$ cat src/shared/wso_pkg.sv
/*
 * Constants, codes and state types for the weld sequence option block.
 * Assumes an APB master on a 250 MHz pclk and line-cycle ticks from a pin.
 */
package wso_pkg;
	// line cycles per second; all sequence times count line cycles
	localparam int LINE_HZ = 60;

	localparam logic [11:0] OFS_MODE = 12'h000;
	localparam logic [11:0] OFS_POWER = 12'h004;
	localparam logic [11:0] OFS_TURNS = 12'h008;
	localparam logic [11:0] OFS_CCMODE = 12'h00C;
	localparam logic [11:0] OFS_TIME_A = 12'h010;
	localparam logic [11:0] OFS_TIME_B = 12'h014;
	localparam logic [11:0] OFS_STATUS = 12'h018;
	localparam logic [11:0] OFS_SEC = 12'h01C;

	localparam int F_B0 = 0;
	localparam int F_B1 = 8;
	localparam int F_B2 = 16;
	localparam int F_B3 = 24;

	localparam logic [7:0] BEAT_WELD_INH = 8'h04;
	localparam logic [7:0] BEAT_CM5 = 8'h05;
	localparam logic [7:0] BEAT_STEPPER = 8'h06;
	localparam logic [7:0] BEAT_MAX = 8'h06;
	localparam logic [7:0] CM_SINGLE = 8'h00;
	localparam logic [7:0] CM_REPEAT = 8'h01;
	localparam logic [7:0] CM_03 = 8'h03;
	localparam logic [7:0] CM_05 = 8'h05;
	localparam logic [7:0] PO_BLOCK_V3 = 8'h07;
	localparam logic [7:0] PF_AUTO = 8'h00;
	localparam logic [7:0] PF_MAX = 8'h63;
	localparam logic [7:0] PCT_FULL = 8'h63;
	localparam logic [7:0] TR_MIN = 8'h0A;
	localparam logic [7:0] CC_OFF = 8'h00;
	localparam logic [7:0] CC_PRI_AUTO = 8'h0A;
	localparam logic [7:0] CC_PRI_FIX = 8'h0C;
	localparam logic [7:0] CC_PRI_MAX = 8'h13;
	localparam logic [7:0] CC_SEC_AUTO = 8'h1E;
	localparam logic [7:0] CC_SEC_FIX = 8'h20;
	localparam logic [7:0] CC_SEC_MAX = 8'h21;

	typedef enum logic [2:0] {
		ST_IDLE = 3'b000,
		ST_SQDLY = 3'b001,
		ST_SQZ = 3'b010,
		ST_WELD = 3'b011,
		ST_HOLD = 3'b100,
		ST_BLOCK = 3'b101,
		ST_OFF = 3'b110
	} wso_state_t;

	typedef struct packed {
		logic [7:0] beat;
		logic [7:0] po;
		logic [7:0] cm;
		logic d87;
		logic [7:0] pf;
		logic [7:0] tr;
		logic [7:0] cc;
		logic [7:0] tsd;
		logic [7:0] tsq;
		logic [7:0] twd;
		logic [7:0] thd;
		logic [7:0] toff;
		logic [7:0] tblk;
	} wso_cfg_t;

	typedef struct packed {
		logic pil_s1;
		logic pil_s2;
		logic pil_prev;
		logic es_s1;
		logic es_s2;
		logic es_prev;
		logic inh_s1;
		logic inh_s2;
		logic tk_s1;
		logic tk_s2;
		logic tk_prev;
		wso_cfg_t cfg;
		wso_cfg_t act;
		wso_state_t st;
		logic [7:0] cnt;
		logic v3;
		logic vlv;
		logic dim;
		logic fire;
		logic stp;
		logic [7:0] pfd;
		logic [23:0] isec;
		logic [31:0] prd;
	} wso_st_t;

	localparam wso_cfg_t CFG_RESET = '{d87: 1'b1, tr: TR_MIN, default: 8'h00};
	localparam wso_st_t ST_RESET = '{cfg: CFG_RESET, act: CFG_RESET, st: ST_IDLE, default: '0};
endpackage

$ cat src/core/wso_core.sv
/*
 * Weld sequence option logic: option registers on APB, the sequencer
 * (squeeze delay, squeeze, weld, hold, blocking delay, off) and decodes.
 * Assumes pins are asynchronous to pclk; measured_pf and primary_current
 * come from logic on pclk.
 */
`timescale 1ns/1ps

// Summary of operation
// RULE1: beat code 04: weld inhibit opening in weld jumps straight to hold.
// RULE2: beat code 05 permits cycle mode 05; initiation as non-beat.
// RULE3: beat code 06: momentary estop opening gives a stepper reset pulse.
// RULE4: 87 degree delay code 00 off, 01 on; on after reset.
// RULE5: 87 degree choice acts only in manual power factor mode.
// RULE6: power factor 00 is automatic; nonzero is manual with that value.
// RULE7: operator should use manual power factor 99 for poor factor, low current.
// RULE8: automatic mode scales firing so full current comes at 99 percent.
// RULE9: readout shows power factor measured in last completed weld; code latches it only in automatic power factor mode.
// RULE10: squeeze delay runs valves before first squeeze only, even in repeat.
// RULE11: squeeze delay counts line cycles, sixty per second.
// RULE12: display dims during squeeze delay, normal again in squeeze.
// RULE13: process output 07 turns valve 3 on after blocking delay until next start.
// RULE14: estop opening turns valve 3 off.
// RULE15: blocking delay overlaps off; off shorter is skipped, else shortened.
// RULE16: blocking overlap only when last cycle mode is 00, 01 or 03.
// RULE17: turns ratio accepts only 10 through 255.
// RULE18: primary sensing modes give secondary current as primary times ratio.
// RULE19: even codes regulate and measure; odd codes only measure.
// RULE20: codes 10, 11 primary auto range; code 00 constant current off.
// RULE21: codes 12 to 19 primary fixed ranges 200 A, 500 A, 1 kA, 2 kA.
// RULE22: codes 30, 31 secondary auto range; 32, 33 secondary 2 to 99.99 kA.
// RULE23: started sequence runs to the end; only estop opening aborts it.
// RULE24: out of set ratio, power factor or current mode writes keep old value.
// RULE25: options are sampled at initiation and held until the sequence ends.
module wso_core #(
	parameter int ADDR_W = 12
) (
	input wire logic pclk,
	input wire logic presetn,
	input wire logic psel,
	input wire logic penable,
	input wire logic pwrite,
	input wire logic [ADDR_W-1:0] paddr,
	input wire logic [31:0] pwdata,
	output logic [31:0] prdata,
	output logic pready,
	output logic pslverr,
	input wire logic pilot_init,
	input wire logic estop_input,
	input wire logic weld_inhibit_input,
	input wire logic line_sync,
	input wire logic [7:0] measured_pf,
	input wire logic [15:0] primary_current,
	output logic valves_out,
	output logic valve3_out,
	output logic weld_fire,
	output logic dim_display,
	output logic stepper_reset,
	output logic seq_busy,
	output logic delay87_en,
	output logic pf_manual,
	output logic [7:0] pf_value,
	output logic [7:0] full_scale_pct,
	output logic [7:0] pf_display,
	output logic cc_enable,
	output logic cc_regulate,
	output logic cc_secondary,
	output logic cc_autorange,
	output logic [1:0] cc_range_sel,
	output logic [23:0] secondary_current
);
	wso_pkg::wso_st_t q;
	wso_pkg::wso_st_t n;
	logic tick;
	logic init_rise;
	logic es_open;
	logic done;
	logic repeat_go;
	logic blk_ok;
	logic pri_mode;
	logic [11:0] a;
	logic mapped;
	logic [7:0] ccw;

	function automatic logic cc_ok(input logic [7:0] c);
		cc_ok = (c == wso_pkg::CC_OFF) ||
			(c >= wso_pkg::CC_PRI_AUTO && c <= wso_pkg::CC_PRI_MAX) ||
			(c >= wso_pkg::CC_SEC_AUTO && c <= wso_pkg::CC_SEC_MAX);
	endfunction

	////////////////////////////////////////////////////////////////////////
	assign a = 12'(paddr);
	assign tick = q.tk_s2 & ~q.tk_prev; // RULE11
	assign init_rise = q.pil_s2 & ~q.pil_prev;
	assign es_open = q.es_prev & ~q.es_s2;
	assign done = (q.cnt == 8'h00);
	assign repeat_go = (q.act.cm == wso_pkg::CM_REPEAT) && q.pil_s2;
	assign blk_ok = (q.act.cm == wso_pkg::CM_SINGLE) || (q.act.cm == wso_pkg::CM_REPEAT) ||
		(q.act.cm == wso_pkg::CM_03); // RULE16
	assign pri_mode = (q.act.cc >= wso_pkg::CC_PRI_AUTO) && (q.act.cc <= wso_pkg::CC_PRI_MAX);
	assign mapped = (a == wso_pkg::OFS_MODE) || (a == wso_pkg::OFS_POWER) ||
		(a == wso_pkg::OFS_TURNS) || (a == wso_pkg::OFS_CCMODE) ||
		(a == wso_pkg::OFS_TIME_A) || (a == wso_pkg::OFS_TIME_B) ||
		(a == wso_pkg::OFS_STATUS) || (a == wso_pkg::OFS_SEC);
	assign ccw = q.act.cc - wso_pkg::CC_PRI_FIX;

	////////////////////////////////////////////////////////////////////////
	always_comb begin
		logic [7:0] nb;
		logic [7:0] ncm;
		nb = q.cfg.beat;
		ncm = q.cfg.cm;
		n = q;
		n.pil_s1 = pilot_init;
		n.pil_s2 = q.pil_s1;
		n.pil_prev = q.pil_s2;
		n.es_s1 = estop_input;
		n.es_s2 = q.es_s1;
		n.es_prev = q.es_s2;
		n.inh_s1 = weld_inhibit_input;
		n.inh_s2 = q.inh_s1;
		n.tk_s1 = line_sync;
		n.tk_s2 = q.tk_s1;
		n.tk_prev = q.tk_s2;
		n.stp = 1'b0;
		if (!done && tick) begin
			n.cnt = q.cnt - 8'h01; // RULE11
		end
		case (q.st)
			wso_pkg::ST_IDLE: begin
				if (init_rise && q.es_s2) begin
					n.act = q.cfg; // RULE25
					n.v3 = 1'b0; // RULE13
					n.cnt = q.cfg.tsd;
					n.st = wso_pkg::ST_SQDLY; // RULE10
				end
			end
			wso_pkg::ST_SQDLY: begin
				if (done) begin
					n.cnt = q.act.tsq;
					n.st = wso_pkg::ST_SQZ;
				end
			end
			wso_pkg::ST_SQZ: begin
				if (done) begin
					n.cnt = q.act.twd;
					n.st = wso_pkg::ST_WELD;
				end
			end
			wso_pkg::ST_WELD: begin
				// any other beat code runs weld to the end
				if (done || (q.act.beat == wso_pkg::BEAT_WELD_INH && !q.inh_s2)) begin // RULE1 RULE2 RULE23
					n.cnt = q.act.thd;
					n.st = wso_pkg::ST_HOLD;
					if (q.act.pf == wso_pkg::PF_AUTO) begin
						n.pfd = measured_pf; // RULE9
					end
					if (pri_mode) begin
						n.isec = 24'(primary_current) * 24'(q.act.tr); // RULE18
					end
				end
			end
			wso_pkg::ST_HOLD: begin
				if (done) begin
					if (blk_ok) begin // RULE16
						n.cnt = q.act.tblk;
						n.st = wso_pkg::ST_BLOCK;
					end else begin
						n.cnt = q.act.toff;
						n.st = wso_pkg::ST_OFF;
					end
				end
			end
			wso_pkg::ST_BLOCK: begin
				if (done) begin
					if (q.act.po == wso_pkg::PO_BLOCK_V3) begin
						n.v3 = 1'b1; // RULE13
					end
					if (q.act.toff > q.act.tblk) begin
						n.cnt = q.act.toff - q.act.tblk; // RULE15
						n.st = wso_pkg::ST_OFF;
					end else if (repeat_go) begin
						n.cnt = q.act.tsq; // RULE10 RULE15
						n.st = wso_pkg::ST_SQZ;
					end else begin
						n.st = wso_pkg::ST_IDLE;
					end
				end
			end
			wso_pkg::ST_OFF: begin
				if (done) begin
					// repeat goes back to squeeze, never to the squeeze delay
					if (repeat_go) begin
						n.cnt = q.act.tsq; // RULE10
						n.st = wso_pkg::ST_SQZ;
					end else begin
						n.st = wso_pkg::ST_IDLE;
					end
				end
			end
			default: begin
				n.st = wso_pkg::ST_IDLE;
			end
		endcase
		// estop wins over every step of the sequence
		if (!q.es_s2) begin
			n.st = wso_pkg::ST_IDLE; // RULE23
			n.cnt = 8'h00;
		end
		if (es_open) begin
			n.v3 = 1'b0; // RULE14
			n.stp = (q.cfg.beat == wso_pkg::BEAT_STEPPER); // RULE3
		end
		n.vlv = (n.st == wso_pkg::ST_SQDLY) || (n.st == wso_pkg::ST_SQZ) ||
			(n.st == wso_pkg::ST_WELD) || (n.st == wso_pkg::ST_HOLD); // RULE10
		n.dim = (n.st == wso_pkg::ST_SQDLY); // RULE12
		n.fire = (n.st == wso_pkg::ST_WELD);

		// apb write: takes effect at the access edge only
		if (psel && penable && pwrite) begin
			case (a)
				wso_pkg::OFS_MODE: begin
					if (pwdata[wso_pkg::F_B0+:8] <= wso_pkg::BEAT_MAX) begin
						nb = pwdata[wso_pkg::F_B0+:8];
					end
					n.cfg.beat = nb;
					n.cfg.po = pwdata[wso_pkg::F_B1+:8];
					ncm = pwdata[wso_pkg::F_B2+:8];
					if (ncm <= wso_pkg::CM_05 && (ncm != wso_pkg::CM_05 || nb == wso_pkg::BEAT_CM5)) begin // RULE2
						n.cfg.cm = ncm;
					end
				end
				wso_pkg::OFS_POWER: begin
					n.cfg.d87 = pwdata[wso_pkg::F_B0]; // RULE4
					if (pwdata[wso_pkg::F_B1+:8] <= wso_pkg::PF_MAX) begin
						n.cfg.pf = pwdata[wso_pkg::F_B1+:8]; // RULE6 RULE24
					end
				end
				wso_pkg::OFS_TURNS: begin
					if (pwdata[wso_pkg::F_B0+:8] >= wso_pkg::TR_MIN) begin
						n.cfg.tr = pwdata[wso_pkg::F_B0+:8]; // RULE17 RULE24
					end
				end
				wso_pkg::OFS_CCMODE: begin
					if (cc_ok(pwdata[wso_pkg::F_B0+:8])) begin
						n.cfg.cc = pwdata[wso_pkg::F_B0+:8]; // RULE24
					end
				end
				wso_pkg::OFS_TIME_A: begin
					n.cfg.tsd = pwdata[wso_pkg::F_B0+:8];
					n.cfg.tsq = pwdata[wso_pkg::F_B1+:8];
					n.cfg.twd = pwdata[wso_pkg::F_B2+:8];
					n.cfg.thd = pwdata[wso_pkg::F_B3+:8];
				end
				wso_pkg::OFS_TIME_B: begin
					n.cfg.toff = pwdata[wso_pkg::F_B0+:8];
					n.cfg.tblk = pwdata[wso_pkg::F_B1+:8];
				end
				default: begin
				end
			endcase
		end

		// read data is captured in the setup cycle, so pready can stay high
		if (psel && !penable) begin
			case (a)
				wso_pkg::OFS_MODE: n.prd = {8'h00, q.cfg.cm, q.cfg.po, q.cfg.beat};
				wso_pkg::OFS_POWER: n.prd = {16'h0000, q.cfg.pf, 7'h00, q.cfg.d87};
				wso_pkg::OFS_TURNS: n.prd = {24'h000000, q.cfg.tr};
				wso_pkg::OFS_CCMODE: n.prd = {24'h000000, q.cfg.cc};
				wso_pkg::OFS_TIME_A: n.prd = {q.cfg.thd, q.cfg.twd, q.cfg.tsq, q.cfg.tsd};
				wso_pkg::OFS_TIME_B: n.prd = {16'h0000, q.cfg.tblk, q.cfg.toff};
				wso_pkg::OFS_STATUS: n.prd = {8'h00, q.cnt, q.pfd, 1'b0, q.dim, q.vlv, q.v3, 1'b0, q.st};
				wso_pkg::OFS_SEC: n.prd = {8'h00, q.isec};
				default: n.prd = 32'h00000000;
			endcase
		end
	end

	always_ff @(posedge pclk or negedge presetn) begin
		if (!presetn) begin
			q <= wso_pkg::ST_RESET;
		end else begin
			q <= n;
		end
	end

	////////////////////////////////////////////////////////////////////////
	assign prdata = q.prd;
	assign pready = 1'b1;
	assign pslverr = psel && penable && !mapped;
	assign valves_out = q.vlv;
	assign valve3_out = q.v3;
	assign weld_fire = q.fire;
	assign dim_display = q.dim;
	assign stepper_reset = q.stp;
	assign seq_busy = (q.st != wso_pkg::ST_IDLE);
	assign pf_manual = (q.act.pf != wso_pkg::PF_AUTO); // RULE6
	assign pf_value = q.act.pf;
	assign delay87_en = pf_manual && q.act.d87; // RULE5
	assign full_scale_pct = pf_manual ? q.act.pf : wso_pkg::PCT_FULL; // RULE8
	assign pf_display = q.pfd;
	assign cc_enable = (q.act.cc != wso_pkg::CC_OFF); // RULE20
	assign cc_regulate = cc_enable && !q.act.cc[0]; // RULE19
	assign cc_secondary = (q.act.cc >= wso_pkg::CC_SEC_AUTO); // RULE22
	assign cc_autorange = cc_enable && (q.act.cc < wso_pkg::CC_PRI_FIX ||
		(cc_secondary && q.act.cc < wso_pkg::CC_SEC_FIX)); // RULE20 RULE22
	assign cc_range_sel = (pri_mode && !cc_autorange) ? ccw[2:1] : 2'b00; // RULE21
	assign secondary_current = q.isec;

	////////////////////////////////////////////////////////////////////////
	AST_BEAT4_ABORT: assert property (@(posedge pclk) disable iff (!presetn) // RULE1
		(q.st == wso_pkg::ST_WELD && q.act.beat == wso_pkg::BEAT_WELD_INH && !q.inh_s2 && q.es_s2)
		|=> (q.st == wso_pkg::ST_HOLD && !weld_fire))
		else $error("weld not cut short by weld inhibit");
	AST_DELAY87_AUTO: assert property (@(posedge pclk) disable iff (!presetn) // RULE5
		(q.act.pf == wso_pkg::PF_AUTO) |-> (!delay87_en && full_scale_pct == 8'h63))
		else $error("87 degree delay or scale wrong in automatic mode");
	AST_DIM_RESTORE: assert property (@(posedge pclk) disable iff (!presetn) // RULE12
		(q.st == wso_pkg::ST_SQZ && $past(q.st) == wso_pkg::ST_SQDLY) |-> (!dim_display && valves_out))
		else $error("display still dim in squeeze");
	AST_REPEAT_NO_DELAY: assert property (@(posedge pclk) disable iff (!presetn) // RULE10
		(q.st == wso_pkg::ST_SQZ && $past(q.st) != wso_pkg::ST_SQDLY && $past(q.st) != wso_pkg::ST_SQZ)
		|-> (q.act.cm == wso_pkg::CM_REPEAT))
		else $error("squeeze entered without squeeze delay outside repeat");
	AST_V3_ESTOP: assert property (@(posedge pclk) disable iff (!presetn) // RULE14
		(q.es_prev && !q.es_s2) |=> (!valve3_out && !seq_busy))
		else $error("valve 3 or sequence survived estop");
	AST_TR_RANGE: assert property (@(posedge pclk) disable iff (!presetn) // RULE17
		(q.cfg.tr >= 8'h0A) && (q.act.tr >= 8'h0A))
		else $error("turns ratio below 10");
	AST_OFF_SHORTENED: assert property (@(posedge pclk) disable iff (!presetn) // RULE15
		(q.st == wso_pkg::ST_OFF && $past(q.st) == wso_pkg::ST_BLOCK)
		|-> (q.cnt == 8'(q.act.toff - q.act.tblk) && q.act.toff > q.act.tblk))
		else $error("off time not reduced by blocking delay");
	AST_ACT_HELD: assert property (@(posedge pclk) disable iff (!presetn) // RULE25
		(seq_busy && $past(seq_busy)) |-> (q.act == $past(q.act)))
		else $error("options changed during a sequence");
	AST_CC_ODD_MONITOR: assert property (@(posedge pclk) disable iff (!presetn) // RULE19
		(cc_enable && q.act.cc[0]) |-> !cc_regulate)
		else $error("monitoring code regulates");
	AST_V3_AFTER_BLOCK: assert property (@(posedge pclk) disable iff (!presetn) // RULE13
		($past(q.st) == wso_pkg::ST_BLOCK && q.st != wso_pkg::ST_BLOCK && $past(q.es_s2) &&
		q.act.po == wso_pkg::PO_BLOCK_V3) |-> valve3_out[*2])
		else $error("valve 3 not on after blocking delay");
	AST_SQDLY_VALVES: assert property (@(posedge pclk) disable iff (!presetn) // RULE10
		(q.st == wso_pkg::ST_SQDLY) |-> (valves_out && dim_display && !weld_fire))
		else $error("squeeze delay without valves or dim display");
	AST_PF_LATCH: assert property (@(posedge pclk) disable iff (!presetn) // RULE9
		($past(q.st) == wso_pkg::ST_WELD && q.st == wso_pkg::ST_HOLD && q.act.pf == wso_pkg::PF_AUTO)
		|-> (pf_display == $past(measured_pf)))
		else $error("power factor readout not taken at end of weld");
	AST_SEC_CURRENT: assert property (@(posedge pclk) disable iff (!presetn) // RULE18
		($past(q.st) == wso_pkg::ST_WELD && q.st == wso_pkg::ST_HOLD && pri_mode)
		|-> (secondary_current == 24'($past(primary_current)) * 24'(q.act.tr)))
		else $error("secondary current not primary times turns ratio");
	AST_STEPPER_PULSE: assert property (@(posedge pclk) disable iff (!presetn) // RULE3
		(q.es_prev && !q.es_s2 && q.cfg.beat == wso_pkg::BEAT_STEPPER) |=> stepper_reset)
		else $error("no stepper reset pulse on estop opening");
	AST_STEPPER_ONE: assert property (@(posedge pclk) disable iff (!presetn) // RULE3
		stepper_reset |=> !stepper_reset)
		else $error("stepper reset pulse longer than one cycle");
	AST_BLOCK_MODE: assert property (@(posedge pclk) disable iff (!presetn) // RULE16
		(q.st == wso_pkg::ST_BLOCK) |-> (q.act.cm == wso_pkg::CM_SINGLE || q.act.cm == wso_pkg::CM_REPEAT ||
		q.act.cm == wso_pkg::CM_03))
		else $error("blocking delay ran in a cycle mode without overlap");
	AST_ESTOP_IDLE: assert property (@(posedge pclk) disable iff (!presetn) // RULE23
		(!q.es_s2) |=> !seq_busy)
		else $error("sequence kept running with estop open");
	AST_WELD_FULL: assert property (@(posedge pclk) disable iff (!presetn) // RULE23
		($past(q.st) == wso_pkg::ST_WELD && q.st == wso_pkg::ST_HOLD && q.act.beat != wso_pkg::BEAT_WELD_INH)
		|-> ($past(q.cnt) == 8'h00))
		else $error("weld cut short outside beat code 04");
	AST_CFG_CODES: assert property (@(posedge pclk) disable iff (!presetn) // RULE24
		(q.cfg.pf <= wso_pkg::PF_MAX) && (q.cfg.beat <= wso_pkg::BEAT_MAX) &&
		(q.cfg.cm <= wso_pkg::CM_05) && cc_ok(q.cfg.cc))
		else $error("option register holds a refused code");
endmodule

$ cat config.mk
export PLATFORM = sky130hd
export DESIGN_NAME = wso_core
export DESIGN_NICKNAME = d
export VERILOG_FILES = /design/src/shared/wso_pkg.sv /design/src/core/wso_core.sv
export SDC_FILE = /design/constraint.sdc
export NUM_CORES = 1
export LEC_CHECK = 0
export ABC_AREA = 1
export BUFFER_PORTS_ARGS = -buffer_cell sky130_fd_sc_hd__buf_2
export CAP_MARGIN = 20
export CORE_MARGIN = 4
export CORE_UTILIZATION = 45
export CTS_BUF_LIST = sky130_fd_sc_hd__clkbuf_8
export DETAILED_ROUTE_END_ITERATION = 8
export GPL_TIMING_DRIVEN = 0
export PLACE_DENSITY = 0.63
export SLEW_MARGIN = 10
export SYNTH_ARGS = -nofsm -noshare
export SYNTH_HDL_FRONTEND = slang
export SYNTH_SLANG_ARGS = --single-unit
$ cat constraint.sdc
create_clock -name pclk -period 4.7 [get_ports pclk]
set_clock_uncertainty 0.1 [all_clocks]
set_input_delay 0.47 -clock pclk [delete_from_list [all_inputs] [get_ports pclk]]
set_output_delay 0.47 -clock pclk [all_outputs]
set_load 0.01 [all_outputs]
==> run metrics, run 1 <==
GRT Util Overall=28.9%; nets=2,863; drt pass-1 iters=5; Min-Delay Path Depth=3; Cell Area, Synth=18,400 um2; Yosys top cell by area=dfrtp_1; Final Wtd Congestion=0.999; Place WS=-1.07 ns; total gr overflow=0; DP Cell Count=roughly 3,100; synth cell count leaders=nand2_1, inv_1, dfrtp_1, o21ai_0, nor2_1; drc violations=0; CTS buffer count=48; port bufs=155; CP Class=flip-flop to flip-flop; CP startpoint kind=flip-flop; ys flop type=dfrtp_1; Finished Layout Cells=3,213; core footprint=40,100 um2; FP Rows=73; Max VDD drop=between 0.0002 and 0.0003 V; global-route wire length before repair=around 99 mm; final setup margin=between 0.1 and 0.15 ns; H-tree depth=2; unique cell type count in the Yosys netlist=56; total number of yosys warnings=0; post-route ant nets=0; Leak Pwr=11.8 nW; chip height=210 um; status=complete, no violations; WP data arrival=4.97 ns; fillers=3,909; RSZ-0062 raised after global routing=yes; Worst-path clk slew=0.06 ns; period utilization=97.6%; clk_lat worst skew=0.59 ns; reg2reg setup slack=0.11 ns; crit path capture type=flip-flop; Hold Vio Cnt, Final=0; vias in the first global route=17,269; max_cap viols=0; Syn Area/Cell=between 7 and 8 um2; Inserted Diodes=0; reg2reg path depth=18; Synth Net Count=2,628; crit path max fanout=7; max_slew headroom=between 40 and 50%; antenna violations before repair=0; Slew Limit Fails=0; CTS root buf=clkbuf_8; Vias per Instance=5.20; CTS sink count=277; Yosys top cell area share=36.9%; Synth area leaders=dfrtp_1, nand2_1, fa_1, inv_1, o21ai_0; layout cells sized above 1=about a fifth; number of synthesized flops with an enable pin=0; drt initial violations=1,324; maximum clock path buffer count=3; die width=between 200 and 250 um; Seq/Total Area, Yosys=37.7%; Synth async-reset ratio=100%; Hold Path Class=input port to flip-flop; synthesis-stage register bit count=around 280; Setup violations, final=0; multi-input logic area=9360 um2; most frequent cell after synthesis=nand2_1; CTS tree=yes; wire per inst=19.9 um; vias=16,723; area grow syn2layout=18.5%; worst slew pin tran=between 0.8 and 0.9 ns; largest net degree at the start of global routing=111; maximum clock rate=218 MHz; I/O pins=173; pwr dens=338 nW/um2; Tmin final=4.59 ns; initial core utilization=a little under half; Syn Inst Count=2,413; post-DP HPWL=50.8 mm; FF/Latch Area=6950 um2; worst endpoint required time=5.08 ns; drt total wl=roughly 64 mm; die area=about 44,000 um2
through the flow:
stage | power (mW) | instance area [um2] | hold slack, ns | TNS (ns) | utilization [%]
floorplan | 4.26 | 18400 | 0.0744 | 0 | -
global placement | 4.97 | 19800 | 0.236 | -588.56 | 49.4
detailed placement | 5.01 | 19900 | 0.236 | -12.37 | 49.6
CTS | 7.38 | 21400 | 0.000663 | -0.0475 | 53.3
global route | 7.79 | 21800 | 0.00363 | -0.0429 | 54.3
finish | 7.36 | 21800 | 0.0244 | 0 | 54.3
report_power, final:
group | switching [mW] | leakage [nW] | internal (mW)
Sequential | 0.175 | 3.41 | 2.61
Clock | 1.06 | 0.586 | 1.30
Combinational | 1.47 | 7.81 | 0.752
kinds of logic after synthesis:
group	share of synthesized area, %
other	0.0204
AOI/OAI and AO/OA	12.1
muxes	0.122
buffers and inverters	14.1
DFF	37.7
and+or+nand+nor	22.3
xor gates and xnor gates	0.762
adders and majority gates	12.9
path summary, 6_finish.rpt:
kind                       startpoint                    end
setup / recovery               q[139]  secondary_current[21]
max in group asynchronous     presetn                 q[138]
min in group asynchronous     presetn            pf_value[1]
hold reg to reg                n[280]                 n[279]
hold / removal             pwdata[11]                 q[244]
setup reg to reg               q[139]  secondary_current[21]
layer usage:
| metal | GRT usage, % | part of all wire [%] | vias to the layer above | routed length [um] |
|---|---|---|---|---|
| li1 | - | - | 7931 | - |
| met3 | 3.97 | 5.3 | 142 | 3360 |
| met1 | 37.2 | 41 | 8109 | 26100 |
| met5 | 0 | 0 | - | 0 |
| met4 | 11.3 | 4.4 | 0 | 2840 |
| met2 | 49.7 | 50 | 541 | 31700 |
critical path: stages (launching register included):
cell	delay (ns)
dfstp_2	0.64
buf_8	0.16
nand2_1	0.07
fa_1	0.50
inv_1	0.05
fa_1	0.49
fa_1	0.54
inv_1	0.06
fa_1	0.48
inv_1	0.07
ha_4	0.31
nand2_2	0.09
inv_2	0.08
and3_4	0.22
nand4_1	0.20
nand3_2	0.18
a21oi_1	0.07
o21ai_0	0.07
o21ai_1	0.08
flip-flops by register name (all words and copies together), names as in the netlist:
name and cells:
stepper_reset 1, secondary_current 24, n 7, q 193, prdata 32, pf_value 8, dim_display 1, valve3_out 1
valves_out 1, pf_display 8, weld_fire 1
final cells by class:
class,instances,area share [%]
Timing Repair Buffer,193,5.34
Clock buffer,65,4.11
Tap cell,525,3.02
Multi-Input combinational cell,1539,43.0
Sequential cell,277,31.9
Buffer,162,4.62
Inverter,427,7.38
Clock inverter,25,0.695
layout by cell type (no fill, tap or decap), types with 7 or more instances in the layout:
cell type / instances
a211oi_1: 9
a21oi_1: 73
buf_2: 176
buf_4: 98
clkbuf_1: 50
clkbuf_8: 67
clkinv_2: 9
dfrtp_1: 266
dlygate4sd3_1: 11
fa_1: 83
ha_1: 39
ha_4: 12
inv_1: 417
inv_2: 19
nand2_1: 602
nand2_2: 20
nand3_1: 98
nand3_2: 8
nand3b_1: 8
nand4_1: 25
nor2_1: 128
nor2_2: 12
nor2_4: 9
nor3_1: 12
o211ai_1: 8
o21ai_0: 236
o21ai_1: 36
o22ai_1: 22
or2_2: 8
xnor2_1: 7
xor2_1: 8
timing repair:
| action | 4_1_cts | 5_1_grt |
|---|---|---|
| hold buffers | 10 | 1 |
| endpoints found under the setup margin | 17 | 14 |
| hold endpoints to repair | 69 | 1 |
| gates cloned | 0 | 1 |
| pin swaps | 15 | 49 |
| resized for setup | 69 | 74 |
| buffers inserted | 15 | 9 |
No activity file was read; power rests on OpenSTA's default activity.
==> run 2, diff against run 1 <==
--- a/config.mk
+++ b/config.mk
@@ -15,3 +15,3 @@
 export GPL_TIMING_DRIVEN = 0
-export PLACE_DENSITY = 0.63
+export PLACE_DENSITY = 0.68
 export SLEW_MARGIN = 10
==> constraint.sdc (replaced) <==
create_clock -name pclk -period 4.7 [get_ports pclk]
set_clock_uncertainty 0.1 [all_clocks]
set_input_delay 0 -clock pclk [delete_from_list [all_inputs] [get_ports pclk]]
set_output_delay 0 -clock pclk [all_outputs]
set_load 0.01 [all_outputs]
==> run 2 against run 1 <==
Net effect:
- non-clock buffer count is 77 higher
- sequential cell count stayed put
- worst setup slack worse by 0.016 ns
- design area is 2.9% higher
- utilization is 1.6 points higher
- count of clock-buffer cells in the layout is 11 lower
- clock power is 8% lower
- fmax is 0.35% lower
- power is 1.8% lower
- critical path type unchanged
==> run metrics, run 2 (synthesized netlist as in run 1, its figures left out) <==
I/O pins=173; period utilization=between 90 and 100%; drt initial violations=1,615; Hold Path Class=input port to flip-flop; CP Class=flip-flop to flip-flop; initial core utilization=45.9%; layout cells sized above 1=18.4%; met3 Track Usage GR=about 4.3%; Crit-path slowest cell=dfstp_2; worst endpoint required time=5.08 ns; CTS sink count=around 280; core footprint=40,100 um2; port bufs=around 160; vias=17,367; most common cell after layout, fill and taps aside=nand2_1; global-route wire length before repair=99.8 mm; WP data arrival=4.98 ns; total gr overflow=0; largest net degree at the start of global routing=87; max reg flops=193; RSZ-0062 raised after global routing=yes; GR Util met2=48.1%; Max VDD drop=0.000237 V; PnR Total Power=7.22 mW; Setup violations, final=0; die area=44,200 um2; FP Rows=73; final core occ=between 50% and 60%; Worst-path clk slew=0.06 ns; CP most frequent cell=fa_1; chip height=210 um; met1 Use GR=37.4%; CTS root buf=clkbuf_8; max_cap viols=0; post-route ant nets=0; nets=2,937; CTS tree=yes; Inserted Diodes=0; reg2reg setup slack=between 0.09 and 0.1 ns; max incr delay on CP=0.62 ns; maximum clock rate=217 MHz; CTS buffer count=45; wire per inst=just under 20 um; drt total wl=65.1 mm; Setup Total Neg Slack=0 ns; area grow syn2layout=21.9%; drc violations=0; clk_lat worst skew=0.60 ns; Final Wtd Congestion=0.980; die width=~210 um; post-route cell area=22,400 um2; crit path capture type=flip-flop; Placed Area=19,900 um2; max_slew headroom=47.6%; maximum clock path buffer count=3; CP startpoint kind=flip-flop; antenna violations before repair=1; Slew Limit Fails=0; Hold Vio Cnt, Final=0; Top reg by flops=q; drt pass-1 iters=5; GRT Util Overall=29.1%; post-DP HPWL=49.5 mm; crit path max fanout=5; most frequent cells in the layout=nand2_1, inv_1, dfrtp_1; worst slew pin tran=0.783 ns; Leak Pwr=12.1 nW; CP cell instances=buf_8 > nand2_1 > fa_1 > fa_1 > inv_1 > fa_1 > inv_1 > fa_1 > inv_2 > ha_4 > nand2_4 > a21oi_1 > o21ai_2 > nand2_1 > a31oi_1 > inv_1 > or2_2 > nand3_2 > o21ai_1; H-tree depth=2; status=complete, no violations; global routing's busiest layer=met2; pwr dens=322 nW/um2; Tmin final=4.61 ns; Vias per Instance=around 5.3; vias in the first global route=17,573
-- run 2: where the power goes --
group          total (mW)  internal [mW]  switching, mW
registers            2.79           2.61          0.178
clock network        2.18           1.16           1.02
logic                2.26          0.785           1.48
-- run 2: what timing repair did --
item,CTS,global route
pin swaps,9,34
setup endpoints to repair,17,14
resized for setup,60,74
buffers inserted,13,16
endpoints found under the hold margin,330,0
cloned,0,1
hold buffers,81,0
-- run 2: final timing paths --
| path | end | cells after the start | from |
|---|---|---|---|
| min | pf_display[7] | 3 | measured_pf[7] |
| min reg2reg | n[279] | 0 | n[280] |
| max | secondary_current[12] | 19 | q[139] |
| max in group asynchronous | q[279] | 5 | presetn |
| min in group asynchronous | q[249] | 3 | presetn |
| max reg2reg | secondary_current[12] | 19 | q[139] |
-- run 2: per-stage QoR --
step | hold slack [ns] | instances | worst slack (ns)
6_report | 0.0739 | 3282 | 0.0943
5_1_grt | 0.0707 | 3282 | -0.0418
4_1_cts | 0.0231 | 3265 | -0.0280
3_5_place_dp | -0.161 | 3096 | -1.04
2_1_floorplan | -0.396 | 2413 | 0.0211
3_3_place_gp | 0.00877 | 3093 | -1.61
-- run 2: cell type report --
type                       count  area (um2)
fill                        3749       17700
timing repair buffer         269        1960
buffer                       163        1000
multi-input combinational   1539        9320
clock buffer                  54         743
clock inverter                28         181
tap                          525         657
inverter                     427        1610
sequential                   277        6950
-- run 2: worst max-delay path: cells and delay by family (launching register included) --
family / cells / cell delay, ns
compound gates: 4 / 0.42
flops: 1 / 0.62
simple gates: 5 / 0.62
buf+inv: 5 / 0.37
fa+ha+maj: 5 / 2.33
-- run 2: per-layer routing --
metal	vias up	wire length [um]
met3	176	4460
met2	675	30700
met5	-	0
met4	0	3970
li1	8073	-
met1	8443	25900
==> run 3, diff against run 2 <==
Settings changed: CORE_UTILIZATION 45 to 40, PLACE_DENSITY 0.68 to 0.62.
==> run 3 against run 2 <==
Net effect:
- non-clock buffer count is 11 lower
- sequential share of layout area increased by 0.18 points
- utilization shrank 6.8 points
- design area is 0.56% lower
- power down 0.80%
- hold slack improved by 0.0062 ns
- wire length up 1.3%
- worst setup slack improved by 0.054 ns
- first-iteration DRC count decreased by 14%
- combinational power up 2%
- critical endpoint is now secondary_current[21]
- highest routed layer unchanged
==> run metrics, run 3 (synthesized netlist as in run 1, its figures left out) <==
Top reg by flops=q; die area=49,500 um2; CP most frequent cell=fa_1; Crit-path slowest cell=dfstp_2; FP Rows=78; internal power=4.46 mW; vias=~17,000; core footprint=45,400 um2; status=complete, no violations; GRT Util Overall=26.2%; reg2reg setup slack=0.15 ns; Sequential Power Share=39.0%; fillers=~4,500; CP startpoint kind=flip-flop; H-tree depth=2; most frequent cells in the layout=nand2_1, inv_1, dfrtp_1; max_cap viols=0; period utilization=about 97%; crit path max fanout=8; Hold Vio Cnt, Final=0; area grow syn2layout=21.2%; drt pass-1 iters=5; maximum clock rate=220 MHz; Min Hold Slack=about 0.08 ns; FF-to-FF Start=q[139]; Place WS=-1.00 ns; worst hold start=measured_pf[7]; FF/Latch Area=6950 um2; antenna violations before repair=1; post-DP HPWL=51.3 mm; Hold Path Class=input port to flip-flop; multi-input logic area=9280 um2; wire per inst=19.7 um; Vias per Instance=5.14; CP cell instances=buf_8 > nand2_1 > fa_1 > fa_1 > fa_1 > inv_1 > fa_1 > ha_4 > nand2_1 > nor2_2 > and3_4 > nand4_1 > nand3_2 > a21oi_1 > o21ai_0 > o21ai_0; Leak Pwr=12.0 nW; worst endpoint required time=5.05 ns; post-route ant nets=0; Comb power frac=between 30 and 40%; die width=222 um; CTS root buf=clkbuf_8; WP data arrival=4.90 ns; CP delay by family, top=adder cells; drt initial violations=about 1,400; drc violations=0; Tmin final=4.55 ns; nets=2,927; largest net degree at the start of global routing=roughly 110; P_sw=2.70 mW; power share of the clock group=28.9%; Setup violations, final=0; max_slew headroom=44.8%; most common cell after layout, fill and taps aside=nand2_1; vias in the first global route=17,252; total gr overflow=0; Max VDD drop=0.000212 V; max reg flops=193; Worst Setup SP=q[139]; sw frac=37.7%; chip height=222 um; worst slew pin tran=~0.83 ns; CP Buf/Inv Count=2; CP Class=flip-flop to flip-flop; initial core utilization=40.5%; global-route wire length before repair=101 mm; CTS buffer count=46; crit path capture type=flip-flop; layout cells sized above 1=roughly 18%; I/O pins=173; Final Wtd Congestion=0.967; maximum clock path buffer count=3; CTS tree=yes; pwr dens=322 nW/um2; final setup margin=0.148 ns; clk_lat worst skew=just under 0.6 ns; port bufs=about 160; drt total wl=65.9 mm; CTS sink count=277; Worst-path clk slew=approximately 0.06 ns; max incr delay on CP=0.63 ns; Slew Limit Fails=0
run 3: worst paths after layout:
check | depth (start not counted) | endpoint
max in group asynchronous | 4 | q[141]
setup / recovery | 16 | secondary_current[21]
min in group asynchronous | 3 | q[152]
hold / removal | 3 | pf_display[7]
hold reg to reg | 0 | n[282]
setup reg to reg | 16 | secondary_current[21]
run 3: what timing repair did:
item / in CTS / in global routing
endpoints found under the setup margin: 16 / 13
gates resized for setup: 59 / 79
hold buffers: 74 / 0
buffers inserted: 11 / 16
pin swaps: 5 / 50
hold endpoints to repair: 388 / 0
run 3: layout make-up:
| class | count | area share, % |
|---|---|---|
| diodes | 1 | 0.0112 |
| plain buffers | 163 | 4.50 |
| clock buffers | 56 | 3.46 |
| clock inverters | 27 | 0.488 |
| inverters | 427 | 7.21 |
| multi-input cells | 1539 | 41.6 |
| flip-flops and latches | 277 | 31.2 |
| well taps | 600 | 3.37 |
| repair buffers | 258 | 8.17 |
run 3: tightest hold or removal path: stages:
cell,delay (ns)
dlygate4sd3_1,0.52
buf_2,0.09
mux2_1,0.11
run 3: metrics by stage:
step	utilization [%]	setup TNS (ns)	area, um2	total power, mW	instances
2_1_floorplan	-	0	18400	4.26	2413
3_3_place_gp	43.9	-455.68	19900	5.02	3168
3_5_place_dp	44.0	-11.76	20000	5.06	3170
4_1_cts	48.2	-0.0309	21900	7.18	3331
5_1_grt	49.1	-0.0399	22300	7.59	3347
6_report	49.1	0	22300	7.17	3348
run 3: layer usage:
| layer | part of all wire [%] | track usage (%) | up-vias |
|---|---|---|---|
| met4 | 5.5 | 11.8 | 0 |
| met3 | 6.3 | 3.13 | 171 |
| li1 | - | - | 8075 |
| met2 | 48 | 44.2 | 661 |
| met5 | 0 | 0 | - |
| met1 | 40 | 34.0 | 8299 |
run 3: power groups by stage:
stage | Clock (mW) | Combinational, mW | Sequential, mW
final | 2.07 | 2.30 | 2.80
after global routing | 2.22 | 2.56 | 2.82
after CTS | 2.11 | 2.28 | 2.79
after detailed placement | 0 | 2.23 | 2.83
after global placement | 0 | 2.19 | 2.83
after floorplan | 0 | 1.50 | 2.76
